**src/design/ifs_slave_end.sv**
```systemverilog
// spare design file, holds no logic

```
**src/design/ifs_pkg.sv**
```systemverilog
// constants and types shared by the two-wire slave and its receive buffer
package ifs_pkg;

  // frame layout
  localparam int          IFS_DATA_BITS   = 8;     // data bits in one frame
  localparam int          IFS_ADDR_BITS   = 7;     // slave address width
  localparam logic [3:0]  IFS_CNT_ACK     = 4'h8;  // count value before 9th rising edge
  localparam logic [3:0]  IFS_CNT_END     = 4'h9;  // count value after 9th rising edge
  localparam int          IFS_PIN_LINES   = 3;     // scl, sda and formatless clock pins
  localparam int          IFS_RX_DEPTH    = 2;     // receive buffer entries

  // reset values
  localparam logic        IFS_FLAG_RST    = 1'b0;  // all flags clear after reset
  localparam logic        IFS_LINE_IDLE   = 1'b1;  // released bus line level
  localparam logic        IFS_ACK_RST     = 1'b1;  // acknowledge bit before any frame
  localparam logic        IFS_PIN_DRIVE   = 1'b0;  // open-drain pins only ever drive low

  // bus sequencer states
  typedef enum logic [2:0] {
    IFS_ST_IDLE,
    IFS_ST_ADDR,
    IFS_ST_RX,
    IFS_ST_TX,
    IFS_ST_IGNORE
  } ifs_state_t;

endpackage

```
**src/design/ifs_buf_if.sv**
```systemverilog
// valid/ready carrier between the slave and its receive buffer
`timescale 1ns/100ps
interface ifs_buf_if #(parameter int WIDTH = 8);
  logic             wr_valid;  // byte offered by the slave
  logic             wr_ready;  // buffer has room
  logic [WIDTH-1:0] wr_data;   // byte offered
  logic             rd_valid;  // head entry holds a byte
  logic             rd_ready;  // software takes the head byte
  logic [WIDTH-1:0] rd_data;   // head byte, registered
  logic             flush;     // forced initialization empties the buffer

  modport store (input wr_valid, input wr_data, input rd_ready, input flush,
                 output wr_ready, output rd_valid, output rd_data);
  modport user  (output wr_valid, output wr_data, output rd_ready, output flush,
                 input wr_ready, input rd_valid, input rd_data);
endinterface

```
**src/design/ifs_buf.sv**
```systemverilog
// small shifting buffer with a registered head entry
`timescale 1ns/100ps
module ifs_buf #(
  parameter int WIDTH = 8,
  parameter int DEPTH = 2
) (
  // clock and reset
  input  wire logic clk,
  input  wire logic rst_b,
  // buffer port
  ifs_buf_if.store  bif
);
  import ifs_pkg::*;

  logic [WIDTH-1:0]         mem_r [DEPTH];  // entry 0 is the head register
  logic [$clog2(DEPTH+1)-1:0] cnt_r;        // entries in use
  logic                     valid_r;        // head valid, kept as a flop
  logic                     push;           // accepted write
  logic                     pop;            // accepted read

  assign push          = bif.wr_valid && bif.wr_ready;
  assign pop           = bif.rd_valid && bif.rd_ready;
  assign bif.wr_ready  = (cnt_r < ($clog2(DEPTH+1))'(DEPTH)) || pop;
  assign bif.rd_valid  = valid_r;
  assign bif.rd_data   = mem_r[0];

  // occupancy; a pop frees room in the same cycle so a full buffer never stalls twice
  always_ff @(posedge clk) begin
    if (!rst_b || bif.flush) begin
      cnt_r   <= '0;
      valid_r <= 1'b0;
    end else begin
      cnt_r   <= cnt_r + (push ? 1'b1 : 1'b0) - (pop ? 1'b1 : 1'b0);
      valid_r <= (cnt_r + (push ? 1'b1 : 1'b0) - (pop ? 1'b1 : 1'b0)) != '0;
    end
  end

  // storage shifts toward the head on a pop
  always_ff @(posedge clk) begin
    for (int i = 0; i < DEPTH; i++) begin
      if (pop && (i < DEPTH - 1)) begin
        mem_r[i] <= mem_r[i+1];
      end
      if (push && (int'(cnt_r) - (pop ? 1 : 0) == i)) begin
        mem_r[i] <= bif.wr_data;
      end
    end
  end

endmodule

```
**src/design/ifs_slave.sv**
```systemverilog
// two-wire bus slave with formatless switch, noise canceler and forced init
`timescale 1ns/100ps
module ifs_slave #(
  parameter int ADDR_BITS = ifs_pkg::IFS_ADDR_BITS,
  parameter int RX_DEPTH  = ifs_pkg::IFS_RX_DEPTH
) (
  // clock and reset
  input  wire logic                 clk,
  input  wire logic                 rst_b,
  // bus pins, open drain
  input  wire logic                 scl_in,
  output logic                      scl_out,
  output logic                      scl_oe,
  input  wire logic                 sda_in,
  output logic                      sda_out,
  output logic                      sda_oe,
  input  wire logic                 formatless_clock_pin,
  // control
  input  wire logic                 iface_enable,
  input  wire logic                 clear_control_strobe,
  input  wire logic                 bit_order_select,
  input  wire logic                 transfer_irq_enable,
  input  wire logic                 transfer_irq_clear,
  input  wire logic                 transmit_irq_clear,
  input  wire logic                 transmit_select_wr,
  input  wire logic                 transmit_select_val,
  input  wire logic                 formatless_switch_set,
  input  wire logic [ADDR_BITS-1:0] slave_addr_reg_a,
  input  wire logic [ADDR_BITS-1:0] slave_addr_reg_b,
  // transmit data write
  input  wire logic                 tx_wr,
  input  wire logic [7:0]           tx_data,
  // receive data read
  output logic                      rx_valid,
  input  wire logic                 rx_ready,
  output logic [7:0]                rx_data,
  // status
  output logic                      bus_busy_flag,
  output logic                      transfer_irq_flag,
  output logic                      transmit_irq_flag,
  output logic                      irq_req,
  output logic                      ack_bit,
  output logic                      transmit_select,
  output logic                      formatless_switch,
  output logic                      receive_full_flag,
  output logic                      transmit_empty_flag,
  output logic                      formatless_clock_level
);
  import ifs_pkg::*;

  // pin conditioning
  logic [IFS_PIN_LINES-1:0] pin_raw;       // scl, sda, formatless clock
  logic [IFS_PIN_LINES-1:0] sync1_r;       // first synchroniser stage
  logic [IFS_PIN_LINES-1:0] sync2_r;       // second stage, also first canceler latch
  logic [IFS_PIN_LINES-1:0] latch_r;       // second canceler latch
  logic [IFS_PIN_LINES-1:0] filt_r;        // filtered level
  logic [IFS_PIN_LINES-1:0] filt_d_r;      // filtered level one cycle ago
  logic                     scl_rise;      // filtered scl edges
  logic                     scl_fall;
  logic                     start_det;     // sda falls while scl high
  logic                     stop_det;      // sda rises while scl high

  // sequencer
  ifs_state_t               state_r;       // bus sequencer state
  logic [3:0]               bit_cnt_r;     // rising edges seen in this frame
  logic [7:0]               shift_r;       // bus shift register
  logic [7:0]               rx_byte_r;     // byte waiting for the buffer
  logic                     rx_pend_r;     // byte offered to the buffer
  logic                     tx_wait_r;     // frame done, waiting for a byte to send
  logic                     scl_hold_r;    // stretch the clock line
  logic                     sda_low_r;     // pull the data line low
  logic                     frame_evt;     // ninth rising edge of a counted frame
  logic                     tx_enter;      // address read bit accepted
  logic                     tx_load;       // held byte moves into the shifter

  // software side
  logic [7:0]               tx_hold_r;     // data register for transmit
  logic                     tx_empty_r;
  logic                     busy_r;
  logic                     xfer_irq_r;
  logic                     xmit_irq_r;
  logic                     irq_r;
  logic                     ack_r;
  logic                     txsel_r;
  logic                     fl_sw_r;       // formatless mode active
  logic                     defer_r;       // formatless left, stop not yet seen
  logic                     rx_full_r;
  logic                     force_init;    // forced initialization
  logic                     bus_off;       // bus frames not handled

  ifs_buf_if #(.WIDTH(8)) bif ();

  // address match against both programmable addresses
  function automatic logic addr_hit(input logic [ADDR_BITS-1:0] a,
                                    input logic [ADDR_BITS-1:0] ra,
                                    input logic [ADDR_BITS-1:0] rb);
    return (a == ra) || (a == rb);
  endfunction

  // place one received bit at the end selected by the bit order
  function automatic logic [7:0] shift_in(input logic [7:0] s, input logic b,
                                          input logic lsb_first);
    return lsb_first ? {b, s[7:1]} : {s[6:0], b};
  endfunction

  // bit to put on the line next, taken from the leading end
  function automatic logic lead_bit(input logic [7:0] s, input logic lsb_first);
    return lsb_first ? s[0] : s[7];
  endfunction

  // bit order: address frame always msb first, data as selected
  function automatic logic [7:0] shift_out(input logic [7:0] s, input logic lsb_first);
    return lsb_first ? {1'b1, s[7:1]} : {s[6:0], 1'b1};
  endfunction

  assign pin_raw    = {formatless_clock_pin, sda_in, scl_in};
  assign force_init = clear_control_strobe || !iface_enable;
  assign bus_off    = fl_sw_r || defer_r;

  // sync and noise canceler, one copy per pin
  genvar g;
  generate
    for (g = 0; g < IFS_PIN_LINES; g++) begin : g_pin
      // two flops before anything reads the pin, then a second latch for the match
      always_ff @(posedge clk) begin
        if (!rst_b) begin
          sync1_r[g]  <= IFS_LINE_IDLE;
          sync2_r[g]  <= IFS_LINE_IDLE;
          latch_r[g]  <= IFS_LINE_IDLE;
          filt_r[g]   <= IFS_LINE_IDLE;
          filt_d_r[g] <= IFS_LINE_IDLE;
        end else begin
          sync1_r[g]  <= pin_raw[g];
          sync2_r[g]  <= sync1_r[g];
          latch_r[g]  <= sync2_r[g];
          // a glitch shorter than two clocks never agrees, so the old level holds
          if (sync2_r[g] == latch_r[g]) begin
            filt_r[g] <= latch_r[g];
          end
          filt_d_r[g] <= filt_r[g];
        end
      end
    end
  endgenerate

  assign scl_rise  = filt_r[0] && !filt_d_r[0];
  assign scl_fall  = !filt_r[0] && filt_d_r[0];
  assign start_det = filt_r[0] && filt_d_r[0] && !filt_r[1] && filt_d_r[1];
  assign stop_det  = filt_r[0] && filt_d_r[0] && filt_r[1] && !filt_d_r[1];

  // events decoded from the sequencer state
  assign frame_evt = scl_rise && (bit_cnt_r == IFS_CNT_ACK) && !bus_off &&
                     ((state_r == IFS_ST_RX) || (state_r == IFS_ST_TX) ||
                      ((state_r == IFS_ST_ADDR) &&
                       addr_hit(shift_r[7:1], slave_addr_reg_a, slave_addr_reg_b)));
  assign tx_enter  = scl_fall && (state_r == IFS_ST_ADDR) && (bit_cnt_r == IFS_CNT_END)
                     && shift_r[0] && !bus_off;
  assign tx_load   = (state_r == IFS_ST_TX) && tx_wait_r && !tx_empty_r && !stop_det;

  // bus sequencer: frames, acknowledge, clock stretching
  always_ff @(posedge clk) begin
    if (!rst_b || force_init) begin
      state_r    <= IFS_ST_IDLE;
      bit_cnt_r  <= '0;
      shift_r    <= '0;
      rx_byte_r  <= '0;
      rx_pend_r  <= 1'b0;
      tx_wait_r  <= 1'b0;
      scl_hold_r <= 1'b0;
      sda_low_r  <= 1'b0;
    end else begin
      // a waiting byte leaves as soon as the buffer has room; the stretch ends with it
      if (rx_pend_r && bif.wr_ready) begin
        rx_pend_r  <= 1'b0;
        scl_hold_r <= 1'b0;
      end
      if (stop_det || bus_off) begin
        // stop frees both lines; formatless mode never touches the bus clock
        state_r    <= IFS_ST_IDLE;
        tx_wait_r  <= 1'b0;
        scl_hold_r <= 1'b0;
        sda_low_r  <= 1'b0;
      end else if (start_det) begin
        state_r   <= IFS_ST_ADDR;
        bit_cnt_r <= '0;
        sda_low_r <= 1'b0;
        tx_wait_r <= 1'b0;
      end else begin
        case (state_r)
          IFS_ST_ADDR, IFS_ST_RX: begin
            if (scl_rise) begin
              if (bit_cnt_r < IFS_CNT_ACK) begin
                shift_r <= shift_in(shift_r, filt_r[1],
                                    bit_order_select && (state_r == IFS_ST_RX));
              end
              bit_cnt_r <= bit_cnt_r + 4'h1;
              if (frame_evt && (state_r == IFS_ST_RX)) begin
                rx_byte_r <= shift_r;
                rx_pend_r <= 1'b1;
              end
            end else if (scl_fall && (bit_cnt_r == IFS_CNT_ACK)) begin
              if ((state_r == IFS_ST_RX) ||
                  addr_hit(shift_r[7:1], slave_addr_reg_a, slave_addr_reg_b)) begin
                sda_low_r <= 1'b1;
              end else begin
                state_r <= IFS_ST_IGNORE;
              end
            end else if (scl_fall && (bit_cnt_r == IFS_CNT_END)) begin
              sda_low_r <= 1'b0;
              bit_cnt_r <= '0;
              if (state_r == IFS_ST_ADDR && shift_r[0]) begin
                state_r    <= IFS_ST_TX;
                tx_wait_r  <= 1'b1;
                scl_hold_r <= 1'b1;
              end else begin
                state_r <= IFS_ST_RX;
                // previous byte still not taken: stretch until the reader frees room
                if (rx_pend_r && !bif.wr_ready) begin
                  scl_hold_r <= 1'b1;
                end
              end
            end
          end
          IFS_ST_TX: begin
            if (tx_load) begin
              shift_r    <= shift_out(tx_hold_r, bit_order_select);
              sda_low_r  <= !lead_bit(tx_hold_r, bit_order_select);
              tx_wait_r  <= 1'b0;
              scl_hold_r <= 1'b0;
            end else if (scl_rise) begin
              bit_cnt_r <= bit_cnt_r + 4'h1;
            end else if (scl_fall && (bit_cnt_r < IFS_CNT_ACK) && !tx_wait_r) begin
              // an all-ones byte leaves the line released for the master's stop
              sda_low_r <= !lead_bit(shift_r, bit_order_select);
              shift_r   <= shift_out(shift_r, bit_order_select);
            end else if (scl_fall && (bit_cnt_r == IFS_CNT_ACK)) begin
              sda_low_r <= 1'b0;
            end else if (scl_fall && (bit_cnt_r == IFS_CNT_END)) begin
              bit_cnt_r <= '0;
              if (ack_r) begin
                state_r <= IFS_ST_IGNORE;
              end else begin
                tx_wait_r  <= 1'b1;
                scl_hold_r <= tx_empty_r;
              end
            end
          end
          IFS_ST_IGNORE: begin
            sda_low_r <= 1'b0;
          end
          default: begin
            sda_low_r <= 1'b0;
          end
        endcase
      end
    end
  end

  // transmit data register and empty flag
  always_ff @(posedge clk) begin
    if (!rst_b || force_init) begin
      tx_empty_r <= IFS_FLAG_RST;
    end else if (tx_enter || tx_load) begin
      tx_empty_r <= 1'b1;
    end else if (tx_wr && txsel_r) begin
      tx_empty_r <= 1'b0;
    end
  end

  // data register keeps its value through forced initialization
  always_ff @(posedge clk) begin
    if (!rst_b) begin
      tx_hold_r <= '0;
    end else if (tx_wr) begin
      tx_hold_r <= tx_data;
    end
  end

  // bus busy follows start and stop only
  always_ff @(posedge clk) begin
    if (!rst_b) begin
      busy_r <= IFS_FLAG_RST;
    end else if (start_det) begin
      busy_r <= 1'b1;
    end else if (stop_det) begin
      busy_r <= 1'b0;
    end
  end

  // interrupt flags: a set in the clearing cycle wins
  always_ff @(posedge clk) begin
    if (!rst_b) begin
      xfer_irq_r <= IFS_FLAG_RST;
      xmit_irq_r <= IFS_FLAG_RST;
      irq_r      <= IFS_FLAG_RST;
    end else begin
      if (frame_evt || tx_load) begin
        xfer_irq_r <= 1'b1;
      end else if (transfer_irq_clear) begin
        xfer_irq_r <= 1'b0;
      end
      if (tx_load) begin
        xmit_irq_r <= 1'b1;
      end else if (transmit_irq_clear) begin
        xmit_irq_r <= 1'b0;
      end
      irq_r <= (xfer_irq_r || frame_evt || tx_load) && transfer_irq_enable;
    end
  end

  // acknowledge from the master sampled on the ninth rising edge
  always_ff @(posedge clk) begin
    if (!rst_b) begin
      ack_r <= IFS_ACK_RST;
    end else if (frame_evt && (state_r == IFS_ST_TX)) begin
      ack_r <= filt_r[1];
    end
  end

  // transmit select: hardware changes win over a software write
  always_ff @(posedge clk) begin
    if (!rst_b) begin
      txsel_r <= IFS_FLAG_RST;
    end else if (fl_sw_r && scl_fall) begin
      txsel_r <= 1'b0;
    end else if (tx_enter) begin
      txsel_r <= 1'b1;
    end else if (transmit_select_wr) begin
      txsel_r <= transmit_select_val;
    end
  end

  // formatless mode: the first bus clock fall leaves it, then wait for a stop
  always_ff @(posedge clk) begin
    if (!rst_b) begin
      fl_sw_r <= IFS_FLAG_RST;
      defer_r <= IFS_FLAG_RST;
    end else begin
      if (fl_sw_r && scl_fall) begin
        fl_sw_r <= 1'b0;
        defer_r <= 1'b1;
      end else if (formatless_switch_set) begin
        fl_sw_r <= 1'b1;
      end else if (stop_det) begin
        defer_r <= 1'b0;
      end
    end
  end

  // receive full mirrors a buffer with no room or a byte still waiting
  always_ff @(posedge clk) begin
    if (!rst_b || force_init) begin
      rx_full_r <= IFS_FLAG_RST;
    end else begin
      rx_full_r <= !bif.wr_ready || rx_pend_r;
    end
  end

  // pin drivers: outputs are always low, the enable decides
  always_ff @(posedge clk) begin
    if (!rst_b) begin
      scl_out <= IFS_PIN_DRIVE;
      sda_out <= IFS_PIN_DRIVE;
      scl_oe  <= 1'b0;
      sda_oe  <= 1'b0;
    end else begin
      scl_out <= IFS_PIN_DRIVE;
      sda_out <= IFS_PIN_DRIVE;
      scl_oe  <= scl_hold_r && !bus_off && !force_init;
      sda_oe  <= sda_low_r && !bus_off && !force_init;
    end
  end

  // status outputs, all registered
  always_ff @(posedge clk) begin
    if (!rst_b) begin
      bus_busy_flag          <= IFS_FLAG_RST;
      transfer_irq_flag      <= IFS_FLAG_RST;
      transmit_irq_flag      <= IFS_FLAG_RST;
      irq_req                <= IFS_FLAG_RST;
      ack_bit                <= IFS_ACK_RST;
      transmit_select        <= IFS_FLAG_RST;
      formatless_switch      <= IFS_FLAG_RST;
      receive_full_flag      <= IFS_FLAG_RST;
      transmit_empty_flag    <= IFS_FLAG_RST;
      formatless_clock_level <= IFS_LINE_IDLE;
    end else begin
      bus_busy_flag          <= busy_r;
      transfer_irq_flag      <= xfer_irq_r;
      transmit_irq_flag      <= xmit_irq_r;
      irq_req                <= irq_r;
      ack_bit                <= ack_r;
      transmit_select        <= txsel_r;
      formatless_switch      <= fl_sw_r;
      receive_full_flag      <= rx_full_r;
      transmit_empty_flag    <= tx_empty_r;
      formatless_clock_level <= filt_r[2];
    end
  end

  // receive buffer; a slow reader stalls the bus clock instead of losing bytes
  assign bif.wr_valid = rx_pend_r;
  assign bif.wr_data  = rx_byte_r;
  assign bif.rd_ready = rx_ready;
  assign bif.flush    = force_init;
  assign rx_valid     = bif.rd_valid;
  assign rx_data      = bif.rd_data;

  ifs_buf #(
    .WIDTH (8),
    .DEPTH (RX_DEPTH)
  ) u_rx_buf (
    .clk   (clk),
    .rst_b (rst_b),
    .bif   (bif)
  );

endmodule

```
**config.mk**
```make
export PLATFORM = sky130hd
export DESIGN_NAME = ifs_slave
export DESIGN_NICKNAME = d
export VERILOG_FILES = /design/src/design/ifs_slave_end.sv /design/src/design/ifs_pkg.sv /design/src/design/ifs_buf_if.sv /design/src/design/ifs_buf.sv /design/src/design/ifs_slave.sv
export SDC_FILE = /design/constraint.sdc
export NUM_CORES = 1
export LEC_CHECK = 0
export ABC_AREA = 1
export BUFFER_PORTS_ARGS = -buffer_cell sky130_fd_sc_hd__buf_2
export CAP_MARGIN = 40
export CORE_MARGIN = 1.5
export CORE_UTILIZATION = 57
export CTS_CLUSTER_DIAMETER = 30
export DETAILED_ROUTE_END_ITERATION = 12
export PLACE_DENSITY = 0.8
export SLEW_MARGIN = 0
export SYNTH_ARGS = -nofsm -noshare
export SYNTH_HDL_FRONTEND = slang
export SYNTH_HIERARCHICAL = 1
export SYNTH_SLANG_ARGS = --single-unit
```
**constraint.sdc**
```tcl
create_clock -name clk -period 2.35 [get_ports clk]
set_input_delay 0.705 -clock clk [delete_from_list [all_inputs] [get_ports clk]]
set_output_delay 0.705 -clock clk [all_outputs]
set_load 0.01 [all_outputs]
```
==> load_flow_metrics.sql <==
INSERT INTO impl_metrics (metric_group, metric, value, unit) VALUES
('run_status', 'outcome', 'completed', ''),
('logic_synthesis', 'post_synth.cell_area_avg', '7.59', 'um2'),
('logic_synthesis', 'syn-instance-count', '575', ''),
('clock_network', 'clock_tree.root_cell', 'clkbuf_8', ''),
('grt', 'grt_overflow', '0', ''),
('grt', 'first_global_vias', '3607', ''),
('placement', 'place.detailed.hpwl', '7.51', 'mm'),
('clock_network', 'clock-sinks', '90', ''),
('hold_path', 'min-delay-path-class', 'reg2reg', ''),
('floorplanning', 'ioPinCount', '61', ''),
('floorplanning', 'horizontal_die_dimension', '90.5', 'um'),
('logic_synthesis', 'ffs_latches_synth', '90', ''),
('clock_network', 'clk_transition_reported_paths', '0.10', 'ns'),
('power', 'pwr-share-seq', '57.7', '%'),
('sta', 'grt_setup_unrepaired', 'no', ''),
('route', 'drtPass1Iterations', '5', ''),
('logic_synthesis', 'simple_gate_portion_of_the_synthesized_area', '26.7', '%'),
('grt', 'grt_antenna_before_repair', '0', ''),
('cells_and_area', 'antenna-diode-count', '0', ''),
('sta', 'final-setup-viol-count', '0', ''),
('floorplanning', 'chipHeight', '90.5', 'um'),
('logic_synthesis', 'synth_enable_flop_cells', '16', ''),
('logic_synthesis', 'synth_flop_cell', 'dfxtp_1', ''),
('placement', 'dpl.cell_count', '720', ''),
('grt', 'global_route.usage.total', '25.4', '%'),
('setup_path', 'worst_ep_arrival_time', '2.28', 'ns'),
('hold_path', 'worst_hold_startpoint', 'irq_r', ''),
('power', 'vdd.ir_drop.worst', '0.000438', 'V'),
('power', 'power.density', '560', 'nW/um2'),
('route', 'detail_route.drc_violations', '0', ''),
('sta', 'max_clock_freq', '493', 'MHz'),
('power', 'share_comb_of_total_power', '4.7', '%'),
('setup_path', 'required', '2.60', 'ns'),
('route', 'drtAntennaViolNets', '0', ''),
('placement', 'dpl_worst_slack', '0.286', 'ns'),
('power', 'internal-power', '0.00205', 'W'),
('setup_path', 'startpoint', 'bit_cnt_r[0]', ''),
('logic_synthesis', 'synth_area_leaders', 'dfxtp_1 (34%), edfxtp_1 (11%), nand2_1 (9.5%)', ''),
('grt', 'grt_first_pass_wirelength', '16.8', 'mm'),
('clock_network', 'clk_lat_worst_skew', '0.36', 'ns'),
('setup_path', 'critical_path.endpoint_type', 'register', ''),
('cells_and_area', 'area_growth', '12.8', '%'),
('route', 'detail_route.wl_per_cell', '13.5', 'um'),
('logic_synthesis', 'synth_compound_gate_area_share', '13.6', '%'),
('cells_and_area', 'fin_nets', '676', ''),
('clock_network', 'tritoncts_clock_tree', 'done', ''),
('clock_network', 'htreeDepth', '3', ''),
('route', 'routed_wl', '9.91', 'mm'),
('cells_and_area', 'nFillCells', '650', ''),
('power', 'switch_share', '25.5', '%'),
('cells_and_area', 'stdcell_count', '736', ''),
('run', 'maxCapViolations', '0', ''),
('route', 'routed-via-count', '3876', ''),
('sta', 'worst_slack', '0.322', 'ns'),
('logic_synthesis', 'netlist.area_leader.share', '33.9', '%'),
('cells_and_area', 'final_layout_size_suffix_gt1_share', '19.9', '%'),
('logic_synthesis', 'yosys.area_share.xor_xnor', '2.41', '%'),
('sta', 'hold_violations', '0', ''),
('setup_path', 'worstSetupPathType', 'reg2reg', ''),
('floorplanning', 'coreArea', '7330', 'um2'),
('power', 'power.share.clock', '37.5', '%'),
('setup_path', 'cp_launch_type', 'register', ''),
('floorplanning', 'fp.dieArea', '8190', 'um2'),
('clock_network', 'cts_hold_buffers', '0', ''),
('logic_synthesis', 'synth.area.mux_share', '0.459', '%'),
('logic_synthesis', 'ys.warnings.count', '6', ''),
('sta', 'final-max-slew-violation-count', '0', ''),
('floorplanning', 'row_count', '31', ''),
('sta', 'final.min_clock_period', '2.03', 'ns'),
('logic_synthesis', 'summed_instance_area_of_the_synthesized_netlist', '4360', 'um2'),
('sta', 'final_layout_setup_total_negative_slack', '0', 'ns');
[critical path, cell delays in order (launching register included)]
cell and delay [ns]:
dfxtp_1 0.42, inv_1 0.08, ha_1 0.21, nand3_1 0.12, inv_1 0.05, nand2_1 0.18
nand2_1 0.11, a31oi_1 0.31, nand2_2 0.16, o21ai_2 0.22, nor2_1 0.08
[logic make-up after synthesis]
kind of cell	Yosys count
buf+inv	103
flops	90
mux	2
simple gates	253
fa+ha+maj	6
compound gates	108
other cells	1
xor+xnor	12
[flip-flops by register name, indices dropped and copies added, names as in the netlist, 2 cells and up]
register,cells
bif.wr_data,8
shift_r,8
u_rx_buf/mem_r,16
filt_r,3
sync2_r,3
bit_cnt_r,4
state_r,3
latch_r,3
sync1_r,3
u_rx_buf/cnt_r,2
tx_hold_r,8
filt_d_r,2
[final timing paths]
path | endpoint | slack, ns
min reg2reg | irq_req | 0.42
max | bit_cnt_r[1] | 0.32
min | irq_req | 0.42
max reg2reg | bit_cnt_r[1] | 0.32
[metal layers]
layer	wire, um	part of all wire [%]	track usage (%)
met1	4440	45	33.4
met3	586	5.9	4.97
met4	164	1.7	7.28
met2	4720	48	42.5
met5	0	0	0
[power by group through the flow]
stage,sequential (W),combinational [W],clock (W)
after global placement,0.00163,0.000128,0
after floorplan,0.00163,0.0000751,0
final,0.00159,0.000131,0.00104
after CTS,0.00159,0.000132,0.00105
after detailed placement,0.00163,0.000131,0
after global routing,0.00159,0.000151,0.00112
[metrics by stage]
stage,hold slack (ns),area [um2],power [W],utilization [%]
2_1_floorplan,0.390,4370,0.00170,-
3_3_place_gp,0.395,4730,0.00175,64.5
3_5_place_dp,0.400,4730,0.00176,64.5
4_1_cts,0.425,4920,0.00277,67.1
5_1_grt,0.437,4920,0.00287,67.1
6_report,0.423,4920,0.00276,67.1
[cell usage in the layout (no fill, tap or decap), types with 5 or more instances in the layout]
cell      Yosys  final
nor2_2        5      5
buf_4        10     13
or2_2        11     11
a211oi_1      6      6
inv_2         5      5
o21ai_0      45     45
xnor2_1       7      7
ha_1          6      6
a31oi_1       6      6
nand2_1     110    110
a21oi_1      40     40
nand4_1       5      5
nand2_2       7      7
edfxtp_1     16     16
nor2_1       62     62
inv_1        72     72
buf_2         1     58
nor3_1        9      9
clkbuf_8      0      9
dfxtp_1      74     74
nand3_1      34     34
o211ai_1      5      5
xor2_1        5      5
[cell type report]
type                            count  area, um2  share of cell area [%]
Multi-Input combinational cell    383       1970                    39.9
Sequential cell                    90       1960                    39.9
Timing Repair Buffer               71        388                    7.88
Inverter                           77        289                    5.87
Clock buffer                        9        124                    2.52
Tap cell                           99        124                    2.52
Clock inverter                      7       68.8                    1.40
Power figures use the tool's default switching activity.
